==> config.mk <==
export PLATFORM = sky130hd
export DESIGN_NAME = ircs_power_mode
export DESIGN_NICKNAME = d
export VERILOG_FILES = /design/src/design/ircs_pkg.sv /design/src/design/ircs_power_mode.sv
export SDC_FILE = /design/constraint.sdc
export NUM_CORES = 1
export LEC_CHECK = 0
export ABC_AREA = 1
export BUFFER_PORTS_ARGS = -buffer_cell sky130_fd_sc_hd__buf_2
export CAP_MARGIN = 20
export CORE_UTILIZATION = 56
export CTS_BUF_LIST = sky130_fd_sc_hd__clkbuf_16
export CTS_CLUSTER_SIZE = 24
export DETAILED_ROUTE_END_ITERATION = 7
export PLACE_DENSITY_LB_ADDON = 0.1
export SLEW_MARGIN = 20
export SYNTH_ARGS = -nofsm -noshare
export SYNTH_HDL_FRONTEND = slang
export SYNTH_SLANG_ARGS = --single-unit
==> constraint.sdc <==
create_clock -name mclk -period 3.95 [get_ports mclk]
set_input_delay 0.5925 -clock mclk [delete_from_list [all_inputs] [get_ports mclk]]
set_output_delay 0.5925 -clock mclk [all_outputs]
set_load 0.03 [all_outputs]
==> src/design/ircs_pkg.sv <==
/*
 ircs_pkg: constants and types of the idle/run power mode clock switch.
 assumes a single 100 MHz system clock and a 4-bit Avalon-MM byte address.
*/
package ircs_pkg;
   // ----------------------------------------
   // timing
   // ----------------------------------------
   localparam int CLK_MHZ = 100;
   localparam int CLK_PERIOD_NS = 10;
   localparam int WAKE_DLY_NS = 10000;
   localparam int WAKE_CYC = (WAKE_DLY_NS + CLK_PERIOD_NS - 1) / CLK_PERIOD_NS;
   localparam int INT_STAB_US = 1000;
   localparam int INT_STAB_CYC = INT_STAB_US * CLK_MHZ;
   localparam int WAKE_CNT_W = 10;
   localparam int STAB_W = 17;
   // ----------------------------------------
   // register map (byte addresses)
   // ----------------------------------------
   localparam logic [3:0] ADDR_CTRL = 4'h0;
   localparam logic [3:0] ADDR_TCTRL = 4'h4;
   localparam logic [3:0] ADDR_CFG = 4'h8;
   localparam logic [3:0] ADDR_STAT = 4'hc;
   localparam int IDLE_BIT = 7;
   localparam int FREQ_LSB = 4;
   localparam int PRIRDY_BIT = 3;
   localparam int INTSTB_BIT = 2;
   localparam int CSS_LSB = 0;
   localparam int SECRUN_BIT = 6;
   localparam int SECEN_BIT = 3;
   localparam int WDTEN_BIT = 0;
   localparam int FSCM_BIT = 1;
   localparam int INTPRI_BIT = 2;
   localparam int EXIT_BIT = 4;
   localparam int DLY_BIT = 3;
   localparam int ST_LSB = 0;
   // ----------------------------------------
   // encodings
   // ----------------------------------------
   localparam logic [1:0] CSS_SEC = 2'h1;
   localparam int CSS_RC_BIT = 1;
   typedef logic [1:0] ircs_clksel_t;
   localparam ircs_clksel_t CLK_PRI = 2'h0;
   localparam ircs_clksel_t CLK_SEC = 2'h1;
   localparam ircs_clksel_t CLK_INT = 2'h2;
   localparam ircs_clksel_t CLK_NONE = 2'h3;
   typedef enum logic [2:0] {
      ST_PRIRUN = 3'h0,
      ST_PRIIDLE = 3'h1,
      ST_SECIDLE = 3'h3,
      ST_SECRUN = 3'h2,
      ST_RCRUN = 3'h6,
      ST_RCIDLE = 3'h7,
      ST_SLEEP = 3'h5
   } ircs_state_e;
endpackage

==> src/design/ircs_power_mode.sv <==
/*
 ircs_power_mode: selects run, idle and sleep modes at the sleep instruction,
 gates cpu and peripheral clocks and switches the system clock source.
 assumes oscillator-ready inputs synchronous to mclk and one-cycle event pulses.
*/
`timescale 1ns/1ps
module ircs_power_mode
   import ircs_pkg::*;
#(
   parameter int INT_STAB_CYC_P = ircs_pkg::INT_STAB_CYC
)
(
   // clock and reset
   input wire logic mclk,
   input wire logic sys_rst,
   // avalon-mm slave
   input wire logic [3:0] address,
   input wire logic read,
   input wire logic write,
   input wire logic [31:0] writedata,
   output logic [31:0] readdata,
   output logic waitrequest,
   // cpu events
   input wire logic sleepExec,
   input wire logic resetInstr,
   input wire logic wakeIrq,
   input wire logic wdtTimeout,
   // oscillator status
   input wire logic priClkReady,
   input wire logic secOscRunning,
   // clock control
   output logic cpuClkEn,
   output logic periClkEn,
   output ircs_pkg::ircs_clksel_t sysClkSel,
   output logic priOscEn,
   output logic intOscEn,
   output logic intRcEn,
   output logic secOscOn,
   output logic wdtRstReq,
   // source flags
   output logic primaryReadyFlag,
   output logic internalStableFlag,
   output logic secondaryRunningFlag
);
   import ircs_pkg::*;

   // ----------------------------------------
   // decoding helpers
   // ----------------------------------------
   function automatic logic isSec(input ircs_state_e s);
      return (s == ST_SECRUN) || (s == ST_SECIDLE);
   endfunction
   function automatic logic isRc(input ircs_state_e s);
      return (s == ST_RCRUN) || (s == ST_RCIDLE);
   endfunction
   function automatic logic isPri(input ircs_state_e s);
      return (s == ST_PRIRUN) || (s == ST_PRIIDLE);
   endfunction
   function automatic logic isRun(input ircs_state_e s);
      return (s == ST_PRIRUN) || (s == ST_SECRUN) || (s == ST_RCRUN);
   endfunction
   function automatic logic isIdle(input ircs_state_e s);
      return (s == ST_PRIIDLE) || (s == ST_SECIDLE) || (s == ST_RCIDLE);
   endfunction
   function automatic ircs_state_e runOf(input ircs_state_e s);
      return isSec(s) ? ST_SECRUN : (isRc(s) ? ST_RCRUN : ST_PRIRUN);
   endfunction

   // ----------------------------------------
   // state and registers
   // ----------------------------------------
   ircs_state_e st_r, stNxt;
   logic dly_r, dlyNxt, exit_r, exitNxt, wdtRstNxt, ack_r;
   logic [WAKE_CNT_W-1:0] cnt_r, cntNxt;
   logic [STAB_W-1:0] stab_r;
   logic idleEn_r, secEn_r, wdtEn_r, fscmEn_r, intPri_r;
   logic [1:0] css_r;
   logic [2:0] freq_r;
   logic [31:0] rdMux;

   // ----------------------------------------
   // avalon slave: one wait cycle per access
   // ----------------------------------------
   wire req = read | write;
   wire wrEn = write & ack_r;
   wire wrCtrl = wrEn & (address == ADDR_CTRL);
   wire wrTctrl = wrEn & (address == ADDR_TCTRL);
   wire wrCfg = wrEn & (address == ADDR_CFG);
   assign waitrequest = req & ~ack_r;

   always_comb
   begin
      rdMux = 32'h0;
      case (address)
         ADDR_CTRL:
         begin
            rdMux[IDLE_BIT] = idleEn_r;
            rdMux[FREQ_LSB +: 3] = freq_r;
            rdMux[PRIRDY_BIT] = primaryReadyFlag;
            rdMux[INTSTB_BIT] = internalStableFlag;
            rdMux[CSS_LSB +: 2] = css_r;
         end
         ADDR_TCTRL:
         begin
            rdMux[SECRUN_BIT] = secondaryRunningFlag;
            rdMux[SECEN_BIT] = secEn_r;
         end
         ADDR_CFG:
         begin
            rdMux[WDTEN_BIT] = wdtEn_r;
            rdMux[FSCM_BIT] = fscmEn_r;
            rdMux[INTPRI_BIT] = intPri_r;
         end
         ADDR_STAT:
         begin
            rdMux[EXIT_BIT] = exit_r;
            rdMux[DLY_BIT] = dly_r;
            rdMux[ST_LSB +: 3] = st_r;
         end
         default: rdMux = 32'h0;
      endcase
   end

   // only software writes touch the select bits; wake-up leaves them alone
   always_ff @(posedge mclk)
   begin
      if (sys_rst)
      begin
         ack_r <= 1'b0;
         readdata <= 32'h0;
         idleEn_r <= 1'b0;
         css_r <= 2'h0;
         freq_r <= 3'h0;
         secEn_r <= 1'b0;
         wdtEn_r <= 1'b0;
         fscmEn_r <= 1'b0;
         intPri_r <= 1'b0;
      end
      else
      begin
         ack_r <= req & ~ack_r;
         if (read & ~ack_r)
         begin
            readdata <= rdMux;
         end
         if (wrCtrl)
         begin
            idleEn_r <= writedata[IDLE_BIT];
            css_r <= writedata[CSS_LSB +: 2];
            freq_r <= writedata[FREQ_LSB +: 3];
         end
         if (wrTctrl)
         begin
            secEn_r <= writedata[SECEN_BIT];
         end
         if (wrCfg)
         begin
            wdtEn_r <= writedata[WDTEN_BIT];
            fscmEn_r <= writedata[FSCM_BIT];
            intPri_r <= writedata[INTPRI_BIT];
         end
      end
   end

   // ----------------------------------------
   // mode selection at the sleep instruction
   // ----------------------------------------
   wire sleepIgnored = (css_r == CSS_SEC) & ~secEn_r;
   wire wakeEvt = wakeIrq | wdtTimeout;
   wire cntDone = (cnt_r == WAKE_CNT_W'(0));
   ircs_state_e sleepTarget;
   assign sleepTarget = css_r[CSS_RC_BIT] ? (idleEn_r ? ST_RCIDLE : ST_RCRUN)
      : (css_r == CSS_SEC) ? (idleEn_r ? ST_SECIDLE : ST_SECRUN)
      : (idleEn_r ? ST_PRIIDLE : ST_SLEEP);

   always_comb
   begin
      stNxt = st_r;
      dlyNxt = dly_r;
      exitNxt = exit_r;
      cntNxt = dly_r ? cnt_r - WAKE_CNT_W'(1) : cnt_r;
      wdtRstNxt = 1'b0;
      case (st_r)
         ST_PRIRUN, ST_SECRUN, ST_RCRUN:
         begin
            if (wdtTimeout || resetInstr)
            begin
               stNxt = ST_PRIRUN;
               exitNxt = 1'b0;
               wdtRstNxt = 1'b1;
            end
            else if (sleepExec && !sleepIgnored)
            begin
               stNxt = sleepTarget;
               exitNxt = 1'b0;
            end
            else if (st_r != ST_PRIRUN)
            begin
               if (exit_r && priClkReady)
               begin
                  stNxt = ST_PRIRUN;
                  exitNxt = 1'b0;
               end
               else if (wakeIrq || (isSec(st_r) && !secEn_r))
               begin
                  exitNxt = 1'b1;
               end
            end
         end
         ST_PRIIDLE, ST_SECIDLE, ST_RCIDLE:
         begin
            if (dly_r)
            begin
               if (cntDone)
               begin
                  dlyNxt = 1'b0;
                  stNxt = runOf(st_r);
                  exitNxt = (st_r != ST_PRIIDLE);
               end
            end
            else if (wakeEvt)
            begin
               dlyNxt = 1'b1;
               cntNxt = WAKE_CNT_W'(WAKE_CYC - 1);
            end
         end
         ST_SLEEP:
         begin
            if (wakeEvt)
            begin
               dlyNxt = 1'b1;
            end
            if (dly_r && priClkReady)
            begin
               stNxt = ST_PRIRUN;
               dlyNxt = 1'b0;
            end
         end
         default: stNxt = ST_PRIRUN;
      endcase
   end

   // ----------------------------------------
   // clock gating and source outputs
   // ----------------------------------------
   // outputs are derived from the next state so they change together with it
   wire secNxt = isSec(stNxt);
   wire rcNxt = isRc(stNxt);
   wire priNxt = isPri(stNxt);
   wire freqNz = |freq_r;
   wire stable = (stab_r == STAB_W'(INT_STAB_CYC_P));
   wire secGate = ~secNxt | secOscRunning;
   wire cpuClkEn_nxt = isRun(stNxt) & secGate;
   wire periClkEn_nxt = (stNxt != ST_SLEEP) & secGate;
   wire priOscEn_nxt = priNxt | exitNxt | dlyNxt;
   wire intOscEn_nxt = freqNz & (rcNxt | (priNxt & intPri_r));
   wire intRcEn_nxt = (rcNxt & ~freqNz) | wdtEn_r | fscmEn_r;
   wire secOscOn_nxt = secEn_r | secNxt;
   wire priRdy_nxt = priNxt;
   wire intStb_nxt = stable & freqNz & (rcNxt | ((stNxt == ST_PRIRUN) & intPri_r));
   ircs_clksel_t sysClkSel_nxt;
   assign sysClkSel_nxt = priNxt ? CLK_PRI : secNxt ? CLK_SEC : rcNxt ? CLK_INT : CLK_NONE;

   always_ff @(posedge mclk)
   begin
      if (sys_rst)
      begin
         st_r <= ST_PRIRUN;
         dly_r <= 1'b0;
         exit_r <= 1'b0;
         cnt_r <= '0;
         cpuClkEn <= 1'b1;
         periClkEn <= 1'b1;
         sysClkSel <= CLK_PRI;
         priOscEn <= 1'b1;
         intOscEn <= 1'b0;
         intRcEn <= 1'b0;
         secOscOn <= 1'b0;
         wdtRstReq <= 1'b0;
         primaryReadyFlag <= 1'b1;
         internalStableFlag <= 1'b0;
         secondaryRunningFlag <= 1'b0;
      end
      else
      begin
         st_r <= stNxt;
         dly_r <= dlyNxt;
         exit_r <= exitNxt;
         cnt_r <= cntNxt;
         cpuClkEn <= cpuClkEn_nxt;
         periClkEn <= periClkEn_nxt;
         sysClkSel <= sysClkSel_nxt;
         priOscEn <= priOscEn_nxt;
         intOscEn <= intOscEn_nxt;
         intRcEn <= intRcEn_nxt;
         secOscOn <= secOscOn_nxt;
         wdtRstReq <= wdtRstNxt;
         primaryReadyFlag <= priRdy_nxt;
         internalStableFlag <= intStb_nxt;
         secondaryRunningFlag <= secNxt;
      end
   end

   // stability is counted only while the fast oscillator actually runs
   always_ff @(posedge mclk)
   begin
      if (sys_rst || !intOscEn)
      begin
         stab_r <= '0;
      end
      else if (!stable)
      begin
         stab_r <= stab_r + STAB_W'(1);
      end
   end

   // ----------------------------------------
   // checks
   // ----------------------------------------
   int dlyLen;
   always_ff @(posedge mclk)
   begin
      if (sys_rst || !dly_r)
      begin
         dlyLen <= 0;
      end
      else
      begin
         dlyLen <= dlyLen + 1;
      end
   end

   idle_cpu_off_a: assert property (@(posedge mclk) disable iff (sys_rst)
      isIdle(st_r) |-> !cpuClkEn && periClkEn == (!isSec(st_r) || $past(secOscRunning)))
      else $error("cpu clocked in idle mode");
   wake_delay_a: assert property (@(posedge mclk) disable iff (sys_rst)
      $fell(dly_r) && $past(st_r) != ST_SLEEP |-> dlyLen == WAKE_CYC && cpuClkEn)
      else $error("wake delay length wrong");
   sec_ignore_a: assert property (@(posedge mclk) disable iff (sys_rst)
      isRun(st_r) && sleepExec && css_r == CSS_SEC && !secEn_r && !wdtTimeout && !resetInstr
      && !(exit_r && priClkReady) |=> st_r == $past(st_r))
      else $error("sleep not ignored without secondary enable");
   flag_onehot_a: assert property (@(posedge mclk) disable iff (sys_rst)
      st_r != ST_PRIRUN |-> $onehot0({primaryReadyFlag, internalStableFlag,
      secondaryRunningFlag}))
      else $error("more than one source flag set");
   switch_ready_a: assert property (@(posedge mclk) disable iff (sys_rst)
      sysClkSel == CLK_PRI && $past(sysClkSel) != CLK_PRI
      |-> $past(priClkReady) || $past(wdtTimeout) || $past(resetInstr))
      else $error("switch to primary before ready");
   sec_hold_a: assert property (@(posedge mclk) disable iff (sys_rst)
      isSec(st_r) && !$past(secOscRunning) |-> !periClkEn && !cpuClkEn)
      else $error("clocks given before secondary runs");
   wdt_reset_a: assert property (@(posedge mclk) disable iff (sys_rst)
      isRun(st_r) && wdtTimeout |=> wdtRstReq && st_r == ST_PRIRUN && primaryReadyFlag)
      else $error("watchdog in run mode without reset");
   sec_keep_a: assert property (@(posedge mclk) disable iff (sys_rst)
      st_r == ST_SECRUN && !secEn_r |-> secOscOn ##1 (secOscOn || st_r != ST_SECRUN))
      else $error("secondary stopped before switchback");
   ctrl_hold_a: assert property (@(posedge mclk) disable iff (sys_rst)
      !wrCtrl |=> $stable(idleEn_r) && $stable(css_r))
      else $error("select bits changed without a write");
   internal_slow_rc_keep_a: assert property (@(posedge mclk) disable iff (sys_rst)
      wdtEn_r || fscmEn_r |=> intRcEn)
      else $error("slow rc stopped while needed");
   zero_freq_a: assert property (@(posedge mclk) disable iff (sys_rst)
      !freqNz [*2] |-> !internalStableFlag && !intOscEn)
      else $error("internal flag with zero frequency select");
endmodule

### Word level (Yosys, flattened, before mapping)

Cells that the tools add are included.

| word-level totals | value |
|---|---|
| memory bits (writable) | 0 |
| bits in read-only memories | 0 |
| bits in latches | 0 |
| word-level logic and storage cells | 146 |
| memories | 0 |
| bits of input ports | 46 |
| bits in registers | 63 |
| output and inout bits | 45 |

| operators by class | value |
|---|---|
| bitwise logic cells | 30 |
| div/mod/pow operators | 0 |
| shift operators | 0 |
| add/subtract/negate cells | 2 |
| $mul | 0 |
| equal/unequal tests | 18 |
| muxes and demuxes | 42 |
| order comparisons | 0 |
| reduce and logical (&&, ||, !) cells | 28 |

Operators by type and width:

| operator | count |
|---|---|
| 10-bit two-way mux | 4 |
| 3-bit two-way mux | 12 |
| 1-bit two-way mux | 19 |
| 3-bit one-hot mux with 3 select lines | 2 |
| 17-bit by 1-bit adder with 17-bit output (second input constant) | 1 |
| 17-bit equality test (second input constant) | 1 |
| 1-bit bitwise AND | 15 |
| 3-bit equality test (second input constant) | 5 |
| 3-bit by 2-bit equality test with 1-bit output (second input constant) | 4 |
| 3-bit OR reduction | 4 |
| 10-bit logical NOT | 1 |
| 1-bit logical OR | 10 |
| 1-bit bitwise OR | 10 |
| 10-bit by 1-bit subtractor with 10-bit output (second input constant) | 1 |
| 4-bit equality test (second input constant) | 2 |
| 1-bit one-hot mux with 2 select lines | 4 |
| 3-bit by 1-bit equality test with 1-bit output (second input constant) | 2 |
| 3-bit logical NOT | 2 |
| 1-bit NOT | 5 |
| 4-bit by 3-bit equality test with 1-bit output (second input constant) | 1 |
| 1-bit logical AND | 4 |
| 4-bit logical NOT | 1 |
| 2-bit OR reduction | 2 |
| 1-bit logical NOT | 3 |
| 5 further kinds | 5 |

### Depth between registers and ports, before layout

| logic depth | value |
|---|---|
| depth in word-level cells | 12 |
| depth in mapped cells | 11 |
| mapped depth without buffers | 11 |

### Worst setup path before layout

Ideal clock, no wire load.

| path | value |
|---|---|
| path kind | input-to-output |
| from | input write |
| to | output waitrequest |
| path buffers | 0 |
| data required time | 3,357 ps |
| stages | 2 |
| arrival | 1,030 ps |
| path slack | 2,327 ps |
| cells stage by stage | nor2_1 -> nor2_1 |

| between the ends | value |
|---|---|
| cells in the longest elaborated chain, start to end | 2 |

RTL lines:

| what | line | text |
|---|---|---|
| start, declared | ircs_power_mode.sv:19 | `input wire logic write,` |
| 1-bit bitwise OR | ircs_power_mode.sv:84 | `wire req = read \| write;` |
| 1-bit bitwise AND | ircs_power_mode.sv:89 | `assign waitrequest = req & ~ack_r;` |
| end, declared | ircs_power_mode.sv:22 | `output logic waitrequest,` |

No other way between the ends.

### Worst setup path after layout

| path | value |
|---|---|
| from | input sys_rst |
| to | register stab_r[7] |

| between the ends | value |
|---|---|
| cells in the longest elaborated chain, start to end | 1 |

RTL lines:

| what | line | text |
|---|---|---|
| start, declared | ircs_power_mode.sv:15 | `input wire logic sys_rst,` |
| 1-bit logical OR | ircs_power_mode.sv:307 | `if (sys_rst \|\| !intOscEn)` |
| end signal, assigned | ircs_power_mode.sv:313 | `stab_r <= stab_r + STAB_W'(1);` |
| end, declared | ircs_power_mode.sv:75 | `logic [STAB_W-1:0] stab_r;` |

No other way between the ends.
A chain may end at the register's enable or synchronous reset.

==> out/qor.txt <==
largest net degree at the start of global routing - 29
Starting Density - 57.9%
IO Pins - 91
worst-path maximum fanout - 28
post-synthesis sequential area ratio - 39.8%
CORE AREA - 0.00547 mm2
final period utilization - 52.0%
RePlAce Congestion - 0.886
WL/cell - 11.8 um
PostCTS Resize Cnt - 0
Die X - 77.2 um
Inserted Diodes - 0
die footprint - 0.00596 mm2
Inserted Clock Buffers - 9
TNS Setup - 0 ns
Maximum Capacitance Violations - 0
yosys warns - 0
minimum clock period - 2.06 ns
DR vias/cell - 5.00
WL final - 6.61 mm
DR iter-0 viols - 150
slowest stage delay, CP - 0.46 ns
synth unique cells - 41
initial antenna violation count - 0
CP Launch Type - input port
CP Cell Sequence - buf_2, inv_1, nand2_2, inv_1, o21ai_0, o21ba_2
Syn Area/Cell - 7.25 um2
Worst Path Required - 4.17 ns
Final Setup Violations - 0
CTS H-Tree Depth - 3
Final Core Density - 66.1%
VDD IR-drop max - 367 uV
CP max stage cell - buf_2
Max clock buf depth - 2
Synth Instances - 437
# port buffers - 42
CP delay by family, top - buffers and inverters
DP Cell Count - 542
Worst Path Class, Setup - input port to flop
Root Buffer - clkbuf_16
final net count - 530
unrepaired setup endpoints after global routing - false
Post-CTS Hold Buffers - 0
DR vias - 2791
clk_lat worst skew - 0.33 ns
CTS sink cnt - 63
Post-synth EDFFs - 0
Cell Rows - 27
GR Util All Layers - 24.6%
TritonCTS clock tree - done
fin. max-slew vios - 0
Hold WC Path Type - flop to flop
first-pass GRT wire length - 11.4 mm
hpwl dp - 4.90 mm
pwr/cell area - 440 mW/mm2
clock slew at reported path FFs - 0.05 ns
skew final - 0.00654 ns
number of routed nets with antenna violations - 0
total grt overflow - 0
#FFs+latches synth - 63
non-filler cells, final - 558
fraction of registers with async set/reset - 0%
Detailed Routing Iterations Pass 1 - 4
final hold vios - 0
layout cells sized above 1 - 17.7%
most used cell along the critical path - inv_1
status - finished, final reports clean
Mapped Area - 0.00317 mm2
CP Data Arrival Time - 2.27 ns
die height - 77.2 um
post-CTS setup buffers - 0
worst path bufs/invs - 3
DR DRC count - 0
Lkg Pwr - 1.61 nW
number of global-route vias before repair - 2500
Slew @ Worst Pin - 0.708 ns
CP Capture Type - flop
fmax - 0.487 GHz
slew margin rel. - 52.6%
synth-to-layout area growth - 14.2%
Post-synth top flop - dfxtp_1
[routing by layer]
layer	up-vias	global-route usage [%]	share of wire, %
met3	6	8.10	4.8
met5	-	0	0
met4	0	7.55	0.98
met2	72	38.9	45
li1	1455	-	-
met1	1258	31.7	49
[layout by cell type, fill, tap and decap left out, types with 5 or more instances in the layout]
cell type / instances
a21oi_1: 34
a31oi_1: 6
buf_2: 42
clkbuf_16: 9
conb_1: 24
dfxtp_1: 63
inv_1: 62
nand2_1: 85
nand2_2: 5
nand3_1: 19
nand4_1: 8
nor2_1: 36
nor3_1: 13
o211ai_1: 6
o21ai_0: 29
[through the flow]
stage | power [W] | hold WS [ns] | cell area, um2 | worst slack (ns)
2_1_floorplan | 0.000837 | 0.439 | 3250 | 2.33
3_3_place_gp | 0.000854 | 0.447 | 3340 | 1.59
3_5_place_dp | 0.000857 | 0.459 | 3340 | 1.56
4_1_cts | 0.00161 | 0.466 | 3620 | 1.91
5_1_grt | 0.00165 | 0.487 | 3620 | 1.76
6_report | 0.00159 | 0.463 | 3620 | 1.89
[worst reg2reg max path: stages, from the launching register on]
cell and delay (ns):
dfxtp_1 0.39, ha_1 0.20, nand2_1 0.07, inv_1 0.11, nand3_2 0.14, nor2_2 0.18
nand4_1 0.14, o21ai_1 0.16, a21oi_1 0.05
[cells by family after synthesis]
kind of cell,Yosys count,share of synthesized area [%]
buf+inv,98,14.8
fa+ha+maj,3,1.18
simple gates,186,28.4
compound gates,84,15.1
flops,63,39.8
other cells,1,0.118
xor+xnor,2,0.553
[cell type report]
| cell class | count | area (um2) |
|---|---|---|
| Fill cell | 501 | 1860 |
| Multi-Input combinational cell | 299 | 1520 |
| Sequential cell | 63 | 1260 |
| Inverter | 66 | 250 |
| Clock buffer | 9 | 225 |
| Timing Repair Buffer | 42 | 210 |
| Tap cell | 72 | 90.1 |
| Clock inverter | 7 | 56.3 |
[synthesized netlist by cell type (2+ instances only)]
master	number	area [um2]
nand2_1	85	319
dfxtp_1	63	1260
inv_1	60	225
nor2_1	36	135
a21oi_1	34	170
o21ai_0	29	145
buf_4	25	188
nand3_1	19	95.1
nor3_1	13	65.1
nand4_1	8	50.1
a31oi_1	6	37.5
o211ai_1	6	45.0
nand2_2	5	31.3
buf_2	4	20.0
inv_2	4	15.0
nor2_2	4	25.0
clkbuf_1	3	11.3
ha_1	3	37.5
nand2_4	3	33.8
nand3_2	3	30.0
nor3_2	3	30.0
xor2_1	2	17.5
[final timing paths]
| path | slack, ns | start | to | depth (start not counted) |
|---|---|---|---|---|
| setup reg to reg | 2.40 | stab_r[0] | stab_r[14] | 8 |
| hold reg to reg | 0.46 | readdata[2] | readdata[2] | 2 |
| hold / removal | 0.46 | readdata[2] | readdata[2] | 2 |
| setup / recovery | 1.89 | sys_rst | stab_r[7] | 6 |
[flip-flops by register name, indices dropped and copies added (netlist names), 2 cells and up]
signal / cells
st_r: 3
css_r: 2
readdata: 8
freq_r: 3
cnt_r: 10
stab_r: 17
sysClkSel: 2
[power by group]
group,switching (W),total (W),internal (W),leakage (nW)
Sequential,0.0000170,0.000675,0.000658,0.511
Combinational,0.000122,0.000170,0.0000484,0.950
Clock,0.000271,0.000748,0.000477,0.149
Total,0.000410,0.00159,0.00118,1.61
(Power assumes the default switching activity.)
